$ cat config.mk
export PLATFORM = sky130hd
export DESIGN_NAME = bmq_core
export DESIGN_NICKNAME = d
export VERILOG_FILES = /design/src/verilog/bmq_pkg.sv /design/src/verilog/bmq_fifo.sv /design/src/verilog/bmq_core.sv
export SDC_FILE = /design/constraint.sdc
export NUM_CORES = 1
export LEC_CHECK = 0
export BUFFER_PORTS_ARGS = -buffer_cell sky130_fd_sc_hd__buf_2
export CAP_MARGIN = 5
export CORE_MARGIN = 2
export CORE_UTILIZATION = 50
export DETAILED_ROUTE_END_ITERATION = 6
export PLACE_DENSITY_LB_ADDON = 0.12
export REMOVE_ABC_BUFFERS = 1
export SYNTH_ARGS = -nofsm -noshare
export SYNTH_HDL_FRONTEND = slang
export SYNTH_HIERARCHICAL = 1
export SYNTH_SLANG_ARGS = --single-unit
$ cat constraint.sdc
create_clock -name clk -period 12.2 [get_ports clk]
set_clock_uncertainty 0.2 [all_clocks]
set_input_delay 2.44 -clock clk [delete_from_list [all_inputs] [get_ports clk]]
set_output_delay 2.44 -clock clk [all_outputs]
set_load 0.01 [all_outputs]
$ cat src/verilog/bmq_pkg.sv
// Constants and types of the boot-mode query command block
package bmq_pkg;
  localparam logic [7:0]  BMQ_CMD_SUM_UA  = 8'h4B;
  localparam logic [7:0]  BMQ_CMD_BLK_UB  = 8'h4C;
  localparam logic [7:0]  BMQ_CMD_BLK_UA  = 8'h4D;
  localparam logic [7:0]  BMQ_CMD_INQ     = 8'h4F;
  localparam logic [7:0]  BMQ_RSP_SUM_UA  = 8'h5B;
  localparam logic [7:0]  BMQ_RSP_INQ     = 8'h5F;
  localparam logic [7:0]  BMQ_RSP_ACK     = 8'h06;
  localparam logic [7:0]  BMQ_RSP_BLK_UB  = 8'hCC;
  localparam logic [7:0]  BMQ_RSP_BLK_UA  = 8'hCD;
  localparam logic [7:0]  BMQ_RSP_ERR_BIT = 8'h80;
  localparam logic [7:0]  BMQ_SIZE_SUM    = 8'h04;
  localparam logic [7:0]  BMQ_SIZE_INQ    = 8'h02;
  localparam logic [7:0]  BMQ_ERASED      = 8'hFF;
  // Status codes
  localparam logic [7:0]  BMQ_ST_DEV_WAIT = 8'h11;
  localparam logic [7:0]  BMQ_ST_CLK_WAIT = 8'h12;
  localparam logic [7:0]  BMQ_ST_BR_WAIT  = 8'h13;
  localparam logic [7:0]  BMQ_ST_PE_TRANS = 8'h1F;
  localparam logic [7:0]  BMQ_ST_PE       = 8'h31;
  localparam logic [7:0]  BMQ_ST_SEL_WAIT = 8'h3F;
  localparam logic [7:0]  BMQ_ST_PGM_WAIT = 8'h4F;
  localparam logic [7:0]  BMQ_ST_BLK_WAIT = 8'h5F;
  // Error codes
  localparam logic [7:0]  BMQ_E_NONE      = 8'h00;
  localparam logic [7:0]  BMQ_E_CKSUM     = 8'h11;
  localparam logic [7:0]  BMQ_E_PSIZE     = 8'h12;
  localparam logic [7:0]  BMQ_E_DEVICE    = 8'h21;
  localparam logic [7:0]  BMQ_E_CLKMODE   = 8'h22;
  localparam logic [7:0]  BMQ_E_BITRATE   = 8'h24;
  localparam logic [7:0]  BMQ_E_INFREQ    = 8'h25;
  localparam logic [7:0]  BMQ_E_DIVRATIO  = 8'h26;
  localparam logic [7:0]  BMQ_E_OPFREQ    = 8'h27;
  localparam logic [7:0]  BMQ_E_BLOCK     = 8'h29;
  localparam logic [7:0]  BMQ_E_ADDRESS   = 8'h2A;
  localparam logic [7:0]  BMQ_E_DLEN      = 8'h2B;
  localparam logic [7:0]  BMQ_E_ERASING   = 8'h51;
  localparam logic [7:0]  BMQ_E_ERASE_INC = 8'h52;
  localparam logic [7:0]  BMQ_E_PROGRAM   = 8'h53;
  localparam logic [7:0]  BMQ_E_SELPROC   = 8'h54;
  localparam logic [7:0]  BMQ_E_COMMAND   = 8'h80;
  localparam logic [7:0]  BMQ_E_BR_CONF   = 8'hFF;
  // Area geometry, key area, inquiry threshold and buffer size
  localparam logic [19:0] BMQ_UA_SIZE     = 20'h80000;
  localparam logic [19:0] BMQ_UB_SIZE     = 20'h04000;
  localparam logic [19:0] BMQ_KEY_BASE    = 20'h0003C;
  localparam logic [19:0] BMQ_KEY_LAST    = 20'h00003;
  localparam logic [2:0]  BMQ_INQ_FIRST   = 3'h3;
  localparam int          BMQ_FIFO_DEPTH  = 8;
  localparam int          BMQ_FIFO_WIDTH  = 8;

  typedef enum logic [1:0] {BMQ_KEY, BMQ_IDLE, BMQ_SCAN, BMQ_SEND} bmq_state_e;

  typedef struct packed {
    bmq_state_e      st;
    logic [19:0]     cnt;
    logic [31:0]     sum;
    logic            blank;
    logic            area;
    logic [7:0]      cmd;
    logic [6:0][7:0] frm;
    logic [2:0]      len;
    logic [2:0]      idx;
    logic            err_flag;
    logic            key_bad;
    logic [7:0]      pm_data;
  } bmq_core_s;
endpackage

$ cat src/verilog/bmq_fifo.sv
// Byte FIFO between the reply builder and the serial transmitter
`timescale 1ns/10ps
`default_nettype none
module bmq_fifo
  import bmq_pkg::*;
#(
  parameter int W = 8,
  parameter int D = 8
) (
  input  wire logic         clk,
  input  wire logic         reset,
  input  wire logic         in_valid,
  output logic              in_ready,
  input  wire logic [W-1:0] in_data,
  output logic              out_valid,
  input  wire logic         out_ready,
  output logic [W-1:0]      out_data
);
  localparam int AW = $clog2(D);

  typedef struct packed {
    logic [D-1:0][W-1:0] mem;
    logic [AW-1:0]       wr;
    logic [AW-1:0]       rd;
    logic [AW:0]         cnt;
  } bmq_fifo_s;

  bmq_fifo_s q_r;
  bmq_fifo_s q_nxt;
  logic      push;
  logic      pop;

  assign in_ready  = (q_r.cnt != (AW+1)'(D));
  assign out_valid = (q_r.cnt != '0);
  assign out_data  = q_r.mem[q_r.rd];
  assign push      = in_valid && in_ready;
  assign pop       = out_valid && out_ready;

  always_comb begin
    q_nxt = q_r;
    if (push) begin
      q_nxt.mem[q_r.wr] = in_data;
      q_nxt.wr = (q_r.wr == AW'(D-1)) ? '0 : q_r.wr + 1'b1;
    end
    if (pop) begin
      q_nxt.rd = (q_r.rd == AW'(D-1)) ? '0 : q_r.rd + 1'b1;
    end
    q_nxt.cnt = q_r.cnt + (AW+1)'(push) - (AW+1)'(pop);
  end

  always_ff @(posedge clk) begin
    if (reset) begin
      q_r <= '0;
    end else begin
      q_r <= q_nxt;
    end
  end
endmodule // bmq_fifo
`default_nettype wire

$ cat src/verilog/bmq_core.sv
// Boot-mode query command interpreter: sum checks, blank checks, state inquiry
`timescale 1ns/10ps
`default_nettype none
module bmq_core
  import bmq_pkg::*;
#(
  parameter logic [19:0] UA_SIZE = BMQ_UA_SIZE,
  parameter logic [19:0] UB_SIZE = BMQ_UB_SIZE
) (
  input  wire logic        clk,
  input  wire logic        reset,
  input  wire logic        rx_valid,
  output logic             rx_ready,
  input  wire logic [7:0]  rx_data,
  output logic             tx_valid,
  input  wire logic        tx_ready,
  output logic [7:0]       tx_data,
  output logic [19:0]      flash_addr,
  output logic             flash_area,
  input  wire logic [7:0]  flash_rdata,
  input  wire logic [2:0]  boot_state,
  input  wire logic        err_event,
  input  wire logic        err_clear,
  input  wire logic        pm_mode,
  input  wire logic [19:0] pm_addr,
  output logic [7:0]       pm_data,
  output logic             busy
);
  bmq_core_s       q_r;
  bmq_core_s       q_nxt;
  logic            push;
  logic            fifo_ready;
  logic [7:0]      push_data;
  logic [7:0]      cmd_sel;
  logic [31:0]     sum_in;
  logic            blank_in;
  logic            inq_ok;
  logic            scan_last;
  logic [6:0][7:0] fb;
  logic [2:0]      fl;
  logic            framed;
  logic            err_set;
  logic [7:0]      ck;

  // ----------------------------------------------------------------
  // Status code of the surrounding boot sequencer
  // ----------------------------------------------------------------
  function automatic logic [7:0] status_code(input logic [2:0] s);
    case (s)
      3'h0:    status_code = BMQ_ST_DEV_WAIT;
      3'h1:    status_code = BMQ_ST_CLK_WAIT;
      3'h2:    status_code = BMQ_ST_BR_WAIT;
      3'h3:    status_code = BMQ_ST_PE_TRANS;
      3'h4:    status_code = BMQ_ST_PE;
      3'h5:    status_code = BMQ_ST_SEL_WAIT;
      3'h6:    status_code = BMQ_ST_PGM_WAIT;
      default: status_code = BMQ_ST_BLK_WAIT;
    endcase
  endfunction

  // ----------------------------------------------------------------
  // Reply frame builder
  // ----------------------------------------------------------------
  assign cmd_sel   = (q_r.st == BMQ_IDLE) ? rx_data : q_r.cmd;
  // Setup waits are not yet a selection state
  assign inq_ok    = (boot_state >= BMQ_INQ_FIRST);
  assign sum_in    = q_r.sum + {24'h0, flash_rdata};
  assign blank_in  = q_r.blank && (flash_rdata == BMQ_ERASED);
  assign scan_last = (q_r.cnt == (q_r.area ? UA_SIZE : UB_SIZE) - 20'h1);

  always_comb begin
    fb     = '0;
    fl     = 3'h2;
    framed = 1'b0;
    ck     = 8'h00;
    case (cmd_sel)
      BMQ_CMD_SUM_UA: begin
        fb[0]  = BMQ_RSP_SUM_UA;
        fb[1]  = BMQ_SIZE_SUM;
        fb[2]  = sum_in[31:24];
        fb[3]  = sum_in[23:16];
        fb[4]  = sum_in[15:8];
        fb[5]  = sum_in[7:0];
        fl     = 3'h7;
        framed = 1'b1;
      end
      BMQ_CMD_BLK_UB, BMQ_CMD_BLK_UA: begin
        if (blank_in) begin
          fb[0] = BMQ_RSP_ACK;
          fl    = 3'h1;
        end else begin
          fb[0] = (cmd_sel == BMQ_CMD_BLK_UB) ? BMQ_RSP_BLK_UB : BMQ_RSP_BLK_UA;
          fb[1] = BMQ_E_ERASE_INC;
        end
      end
      default: begin
        if (cmd_sel == BMQ_CMD_INQ && inq_ok) begin
          fb[0]  = BMQ_RSP_INQ;
          fb[1]  = BMQ_SIZE_INQ;
          fb[2]  = status_code(boot_state);
          fb[3]  = {7'h00, q_r.err_flag};
          fl     = 3'h5;
          framed = 1'b1;
        end else begin
          fb[0] = cmd_sel | BMQ_RSP_ERR_BIT;
          fb[1] = BMQ_E_COMMAND;
        end
      end
    endcase
    for (int i = 0; i < 6; i++) begin
      if (3'(i) < fl - 3'h1) begin
        ck = ck + fb[i];
      end
    end
    // Trailing byte makes the whole frame sum to zero
    if (framed) begin
      fb[fl - 3'h1] = 8'h00 - ck;
    end
  end

  // ----------------------------------------------------------------
  // Sequencer
  // ----------------------------------------------------------------
  assign rx_ready  = (q_r.st == BMQ_IDLE);
  assign push      = (q_r.st == BMQ_SEND) && fifo_ready;
  assign push_data = q_r.frm[q_r.idx];
  assign busy      = (q_r.st != BMQ_IDLE);
  assign pm_data   = q_r.pm_data;

  always_comb begin
    q_nxt      = q_r;
    flash_addr = q_r.cnt;
    flash_area = q_r.area;
    err_set    = err_event;
    case (q_r.st)
      BMQ_KEY: begin
        // Key area sits in the user area, checked once after reset
        flash_addr = BMQ_KEY_BASE + q_r.cnt;
        flash_area = 1'b1;
        if (flash_rdata != BMQ_ERASED) begin
          q_nxt.key_bad = 1'b1;
        end
        q_nxt.cnt = q_r.cnt + 20'h1;
        if (q_r.cnt == BMQ_KEY_LAST) begin
          q_nxt.cnt = '0;
          q_nxt.st  = BMQ_IDLE;
        end
      end
      BMQ_IDLE: begin
        flash_addr = pm_addr;
        flash_area = 1'b1;
        if (rx_valid) begin
          q_nxt.cmd   = rx_data;
          q_nxt.cnt   = '0;
          q_nxt.sum   = '0;
          q_nxt.blank = 1'b1;
          q_nxt.idx   = '0;
          case (rx_data)
            BMQ_CMD_SUM_UA, BMQ_CMD_BLK_UA: begin
              q_nxt.area = 1'b1;
              q_nxt.st   = BMQ_SCAN;
            end
            BMQ_CMD_BLK_UB: begin
              q_nxt.area = 1'b0;
              q_nxt.st   = BMQ_SCAN;
            end
            default: begin
              q_nxt.frm = fb;
              q_nxt.len = fl;
              q_nxt.st  = BMQ_SEND;
              if (!(rx_data == BMQ_CMD_INQ && inq_ok)) begin
                err_set = 1'b1;
              end
            end
          endcase
        end
      end
      BMQ_SCAN: begin
        q_nxt.sum   = sum_in;
        q_nxt.blank = blank_in;
        q_nxt.cnt   = q_r.cnt + 20'h1;
        if (scan_last) begin
          q_nxt.frm = fb;
          q_nxt.len = fl;
          q_nxt.st  = BMQ_SEND;
          if (q_r.cmd != BMQ_CMD_SUM_UA && !blank_in) begin
            err_set = 1'b1;
          end
        end
      end
      BMQ_SEND: begin
        if (push) begin
          q_nxt.idx = q_r.idx + 3'h1;
          if (q_r.idx == q_r.len - 3'h1) begin
            q_nxt.st = BMQ_IDLE;
          end
        end
      end
      default: begin
        q_nxt.st = BMQ_IDLE;
      end
    endcase
    // A new error outranks a clear in the same cycle
    q_nxt.err_flag = (q_r.err_flag && !err_clear) || err_set;
    // Locked key area hides flash contents from the programmer
    q_nxt.pm_data = (pm_mode && !q_r.key_bad && q_r.st == BMQ_IDLE) ? flash_rdata : 8'h00;
  end

  always_ff @(posedge clk) begin
    if (reset) begin
      q_r <= '0;
    end else begin
      q_r <= q_nxt;
    end
  end

  // ----------------------------------------------------------------
  // Reply buffer
  // ----------------------------------------------------------------
  bmq_fifo #(
    .W (BMQ_FIFO_WIDTH),
    .D (BMQ_FIFO_DEPTH)
  ) u_fifo (
    .clk       (clk),
    .reset     (reset),
    .in_valid  (q_r.st == BMQ_SEND),
    .in_ready  (fifo_ready),
    .in_data   (push_data),
    .out_valid (tx_valid),
    .out_ready (tx_ready),
    .out_data  (tx_data)
  );

  // ----------------------------------------------------------------
  // Checks
  // ----------------------------------------------------------------
  logic [7:0] frm_total;
  always_comb begin
    frm_total = 8'h00;
    for (int i = 0; i < 7; i++) begin
      if (3'(i) < q_r.len) begin
        frm_total = frm_total + q_r.frm[i];
      end
    end
  end

  property p_sum_frame;
    @(posedge clk) disable iff (reset)
    push && q_r.cmd == BMQ_CMD_SUM_UA && q_r.idx == 3'h0
      |-> push_data == BMQ_RSP_SUM_UA ##1 (push_data == BMQ_SIZE_SUM || !push)[*1];
  endproperty
  a_sum_frame: assert property (p_sum_frame) else $error("sum reply header wrong");

  property p_sum_add;
    @(posedge clk) disable iff (reset)
    q_r.st == BMQ_SCAN |=> q_r.sum == $past(q_r.sum) + {24'h0, $past(flash_rdata)};
  endproperty
  a_sum_add: assert property (p_sum_add) else $error("area sum not accumulated");

  property p_blank_ack;
    @(posedge clk) disable iff (reset)
    q_r.st == BMQ_SCAN && scan_last && q_r.cmd != BMQ_CMD_SUM_UA && blank_in
      |=> q_r.frm[0] == BMQ_RSP_ACK && q_r.len == 3'h1;
  endproperty
  a_blank_ack: assert property (p_blank_ack) else $error("blank area not acknowledged");

  property p_blank_fail;
    @(posedge clk) disable iff (reset)
    q_r.st == BMQ_SCAN && scan_last && q_r.cmd != BMQ_CMD_SUM_UA && !blank_in
      |=> q_r.frm[0] == ((q_r.cmd == BMQ_CMD_BLK_UB) ? BMQ_RSP_BLK_UB : BMQ_RSP_BLK_UA)
          && q_r.frm[1] == BMQ_E_ERASE_INC && q_r.len == 3'h2 && q_r.err_flag;
  endproperty
  a_blank_fail: assert property (p_blank_fail) else $error("blank failure reply wrong");

  property p_inq_take;
    @(posedge clk) disable iff (reset)
    rx_valid && rx_ready && rx_data == BMQ_CMD_INQ && inq_ok
      |=> q_r.st == BMQ_SEND && q_r.frm[0] == BMQ_RSP_INQ && q_r.len == 3'h5;
  endproperty
  a_inq_take: assert property (p_inq_take) else $error("state inquiry not taken");

  property p_inq_err;
    @(posedge clk) disable iff (reset)
    rx_valid && rx_ready && rx_data == BMQ_CMD_INQ && inq_ok
      |=> q_r.frm[3] == {7'h00, $past(q_r.err_flag)};
  endproperty
  a_inq_err: assert property (p_inq_err) else $error("error flag byte wrong");

  property p_err_wins;
    @(posedge clk) disable iff (reset)
    err_event && err_clear |=> q_r.err_flag;
  endproperty
  a_err_wins: assert property (p_err_wins) else $error("error event lost on clear");

  property p_frame_zero;
    @(posedge clk) disable iff (reset)
    $rose(q_r.st == BMQ_SEND) && (q_r.len == 3'h7 || q_r.len == 3'h5) |-> frm_total == 8'h00;
  endproperty
  a_frame_zero: assert property (p_frame_zero) else $error("reply checksum nonzero");

  property p_key_lock;
    @(posedge clk) disable iff (reset)
    q_r.key_bad |=> pm_data == 8'h00 ##1 pm_data == 8'h00;
  endproperty
  a_key_lock: assert property (p_key_lock) else $error("locked read leaked data");

  c_sum:   cover property (@(posedge clk) disable iff (reset) push && q_r.cmd == BMQ_CMD_SUM_UA && q_r.idx == 3'h6);
  c_blank: cover property (@(posedge clk) disable iff (reset) push && q_r.frm[0] == BMQ_RSP_BLK_UA);
  c_inq:   cover property (@(posedge clk) disable iff (reset) push && q_r.cmd == BMQ_CMD_INQ && q_r.idx == 3'h4);
  c_full:  cover property (@(posedge clk) disable iff (reset) q_r.st == BMQ_SEND && !fifo_ready);
endmodule // bmq_core
`default_nettype wire

==> reports/qor.csv <==
stage,metric,value,unit
sta,slew_headroom,0.1601,
clocking,ctsLongestPathBuffers,3,
synthesis,ys_ff_latch,210,
global_routing,overflow,0,
cells_and_area,fin_nets,1894,
synthesis,yosysTopAreaCell,dfxtp_1,
clocking,ctsResizeCount,0,
setup_path,worstPathRequired,12.45,ns
synthesis,synth_top_area_share,0.2920,
power_and_ir_drop,peakVddDrop,0.00009379,V
setup_path,crit_top_cell,ha_1,
sta,timing.fmax,91.68,MHz
place,portBuffers,85,
synthesis,ys_seq_area_frac,0.2920,
clocking,holdBufCountCts,0,
routing,wl_per_cell,19.36,um
clocking,h-tree-depth,1,
floorplan,row_count,62,
synthesis,synth_compound_area_frac,0.1841,
cells_and_area,antenna_cells,0,
routing,vias,12740,
synthesis,synth_edf_count,0,
synthesis,synth.mux.area_fraction,0.1138,
sta,period_needed,10.91,ns
floorplan,core_area,28550,sq um
sta,setup_viol,0,
cells_and_area,drive_gt1_frac,0.1234,
power_and_ir_drop,power.leakage,6.327,nW
sta,fin_ws,1.293,ns
routing,drc,0,
synthesis,async_reset_ff_frac,0,
setup_path,end_kind,flip-flop,
place,globalplace.congestion,0.9831,
routing,ant_nets,0,
sta,hold_viol,0,
worst_hold_path,hold_path_class,flip-flop to flip-flop,
synthesis,synth.area.top_cells,"dfxtp_1, mux2i_1, ha_1, nand2_1, nor2_1",
floorplan,die_w,173.7,um
cells_and_area,area_growth,9.135,%
sta,fin_crit_sh,0.8940,
floorplan,start_util,0.5043,
synthesis,synth_area_per_cell,8.174,sq um
clocking,cts_tree,yes,
synthesis,synthFlopType,dfxtp_1,
sta,setup_tns,0,ns
synthesis,yosys.area_share.adder,0.06536,
floorplan,io_pins,86,
global_routing,antenna_found_initial,0,
global_routing,grt_pass1_wl,66.67,mm
routing,via_per_inst,5.855,
sta,worst_pin_slew,1.255,ns
global_routing,track_usage,0.2741,
synthesis,synth_top_family_by_area,simple AND/OR/NAND/NOR gates,
clocking,cts_root_buf,clkbuf_16,
setup_path,crit_fanout,14,
clocking,clock_sinks,210,
clocking,cts_setup_buffers,0,
sta,rsz0062_at_grt,no,
setup_path,critPathKind,input port to flip-flop,
synthesis,syn_inst,1761,
setup_path,cpMaxStageDelayCell,ha_1,
sta,slew_violations,0,
synthesis,synth-warning-count,6,
synthesis,ys_types,106,
floorplan,die_area,30160,sq um
power_and_ir_drop,cellPowerDensity,101.0,nW/um^2
setup_path,startpoint_type,input port,
run_status,outcome,finished clean,
clocking,cts.clk_slew.worst_paths,0.05,ns
clocking,clk_latency,0.54,ns
routing,wl,42.10,mm
setup_path,cp_slowest_stage_delay,0.47,ns
routing,first_pass_iters,6,
synthesis,syn-cell-area,14400,sq um
floorplan,die_h,173.7,um
place,dp_slack,0.9048,ns
clocking,cts_buffers,25,
global_routing,grt_pass1_vias,11970,
synthesis,synthXorXnorAreaFrac,0.04659,
flow_run,maxCapViolCount,0,
global_routing,grt_start_max_net_pins,74,
place,dpl.hpwl,31.36,mm
routing,drtIter0Drc,881,
synthesis,synthSimpleGateAreaFrac,0.2454,
setup_path,cp_data_arrival_time,11.16,ns
stage by stage:
stage / total power [mW] / instance area, sq um / hold slack (ns) / cells / util
global placement: 0.8704 / 14930 / 0.2374 / 2134 / 0.5228
CTS: 1.604 / 15710 / 0.2490 / 2175 / 0.5503
global route: 1.645 / 15710 / 0.2650 / 2175 / 0.5503
floorplan: 0.8211 / 13850 / 0.2199 / 1645 / -
detailed placement: 0.8723 / 14930 / 0.2393 / 2134 / 0.5228
finish: 1.586 / 15710 / 0.2508 / 2175 / 0.5503
final cells by class:
class	count	area [sq um]
Timing Repair Buffer	105	578.1
Clock inverter	8	108.9
Clock buffer	33	675.6
Inverter	58	217.7
Fill cell	2738	12840
Tap cell	384	480.5
Sequential cell	210	4204
Multi-Input combinational cell	1377	9445
logic make-up after synthesis:
logic type,Yosys count
adders and majority gates,71
and+or+nand+nor,714
DFF,210
xor gates and xnor gates,74
muxes,125
buffers and inverters,174
AOI/OAI and AO/OA,393
flip-flops by register name (all words and copies together), names as in the netlist, named ones only:
register and flops:
q_r 127, u_fifo/q_r 74, pm_data 8
power by group:
| group | switching (mW) | internal (mW) |
|---|---|---|
| Combinational | 0.0724 | 0.0641 |
| Clock | 0.298 | 0.430 |
| Sequential | 0.0246 | 0.697 |
| Total | 0.395 | 1.19 |
placed cells by master, fill, tap and decap left out, drive strengths merged, types with 24 or more instances in the layout:
master,instances
dfxtp,210
nand2b,83
buf,105
ha,64
nor2,191
nand2,205
xnor2,47
nor3,45
inv,59
a21oi,140
xor2,26
o21ai,87
nand3,44
mux2i,87
nand4,24
clkbuf,33
mux4,24
synth_stat cells (13+ instances only):
cell and count:
clkbuf_1 72, a21oi_1 138, buf_1 15, nor2_1 190, nor2b_1 17, inv_1 57
or3_1 17, a22oi_1 14, buf_4 14, a21o_1 19, nand3_1 41, dfxtp_1 210
mux2i_1 86, nand4_1 20, xor2_1 26, ha_1 64, xnor2_1 46, and2_1 23
mux4_1 13, nor3_1 44, nand2b_1 83, nand2_1 204, o21ai_0 80
worst max-delay path, delay by kind of cell:
family	cells	cell delay, ns
XOR/XNOR	3	0.82
AND/OR/NAND/NOR	12	2.23
buffers and inverters	2	0.18
AO/OA/AOI/OAI	13	3.33
adder cells (fa/ha/maj)	7	2.11
worst paths after layout:
check	end	slack, ns	from	cells after the start
worst max-delay path	q_r[71]$_SDFFE_PP0P_	1.29	rx_data[5]	37
worst min-delay path	q_r[52]$_SDFFE_PP0P_	0.25	q_r[52]$_SDFFE_PP0P_	2
worst max register to register	q_r[71]$_SDFFE_PP0P_	1.90	q_r[134]$_SDFFE_PP0P_	39
worst min register to register	q_r[52]$_SDFFE_PP0P_	0.25	q_r[52]$_SDFFE_PP0P_	2
per-layer routing:
metal | vias to the layer above | part of all wire | track usage
li1 | 6288 | - | -
met1 | 6035 | 0.46 | 0.3723
met2 | 329 | 0.46 | 0.4500
met3 | 83 | 0.045 | 0.03048
met4 | 0 | 0.041 | 0.1026
met5 | - | 0 | 0
Power figures use the tool's default switching activity.
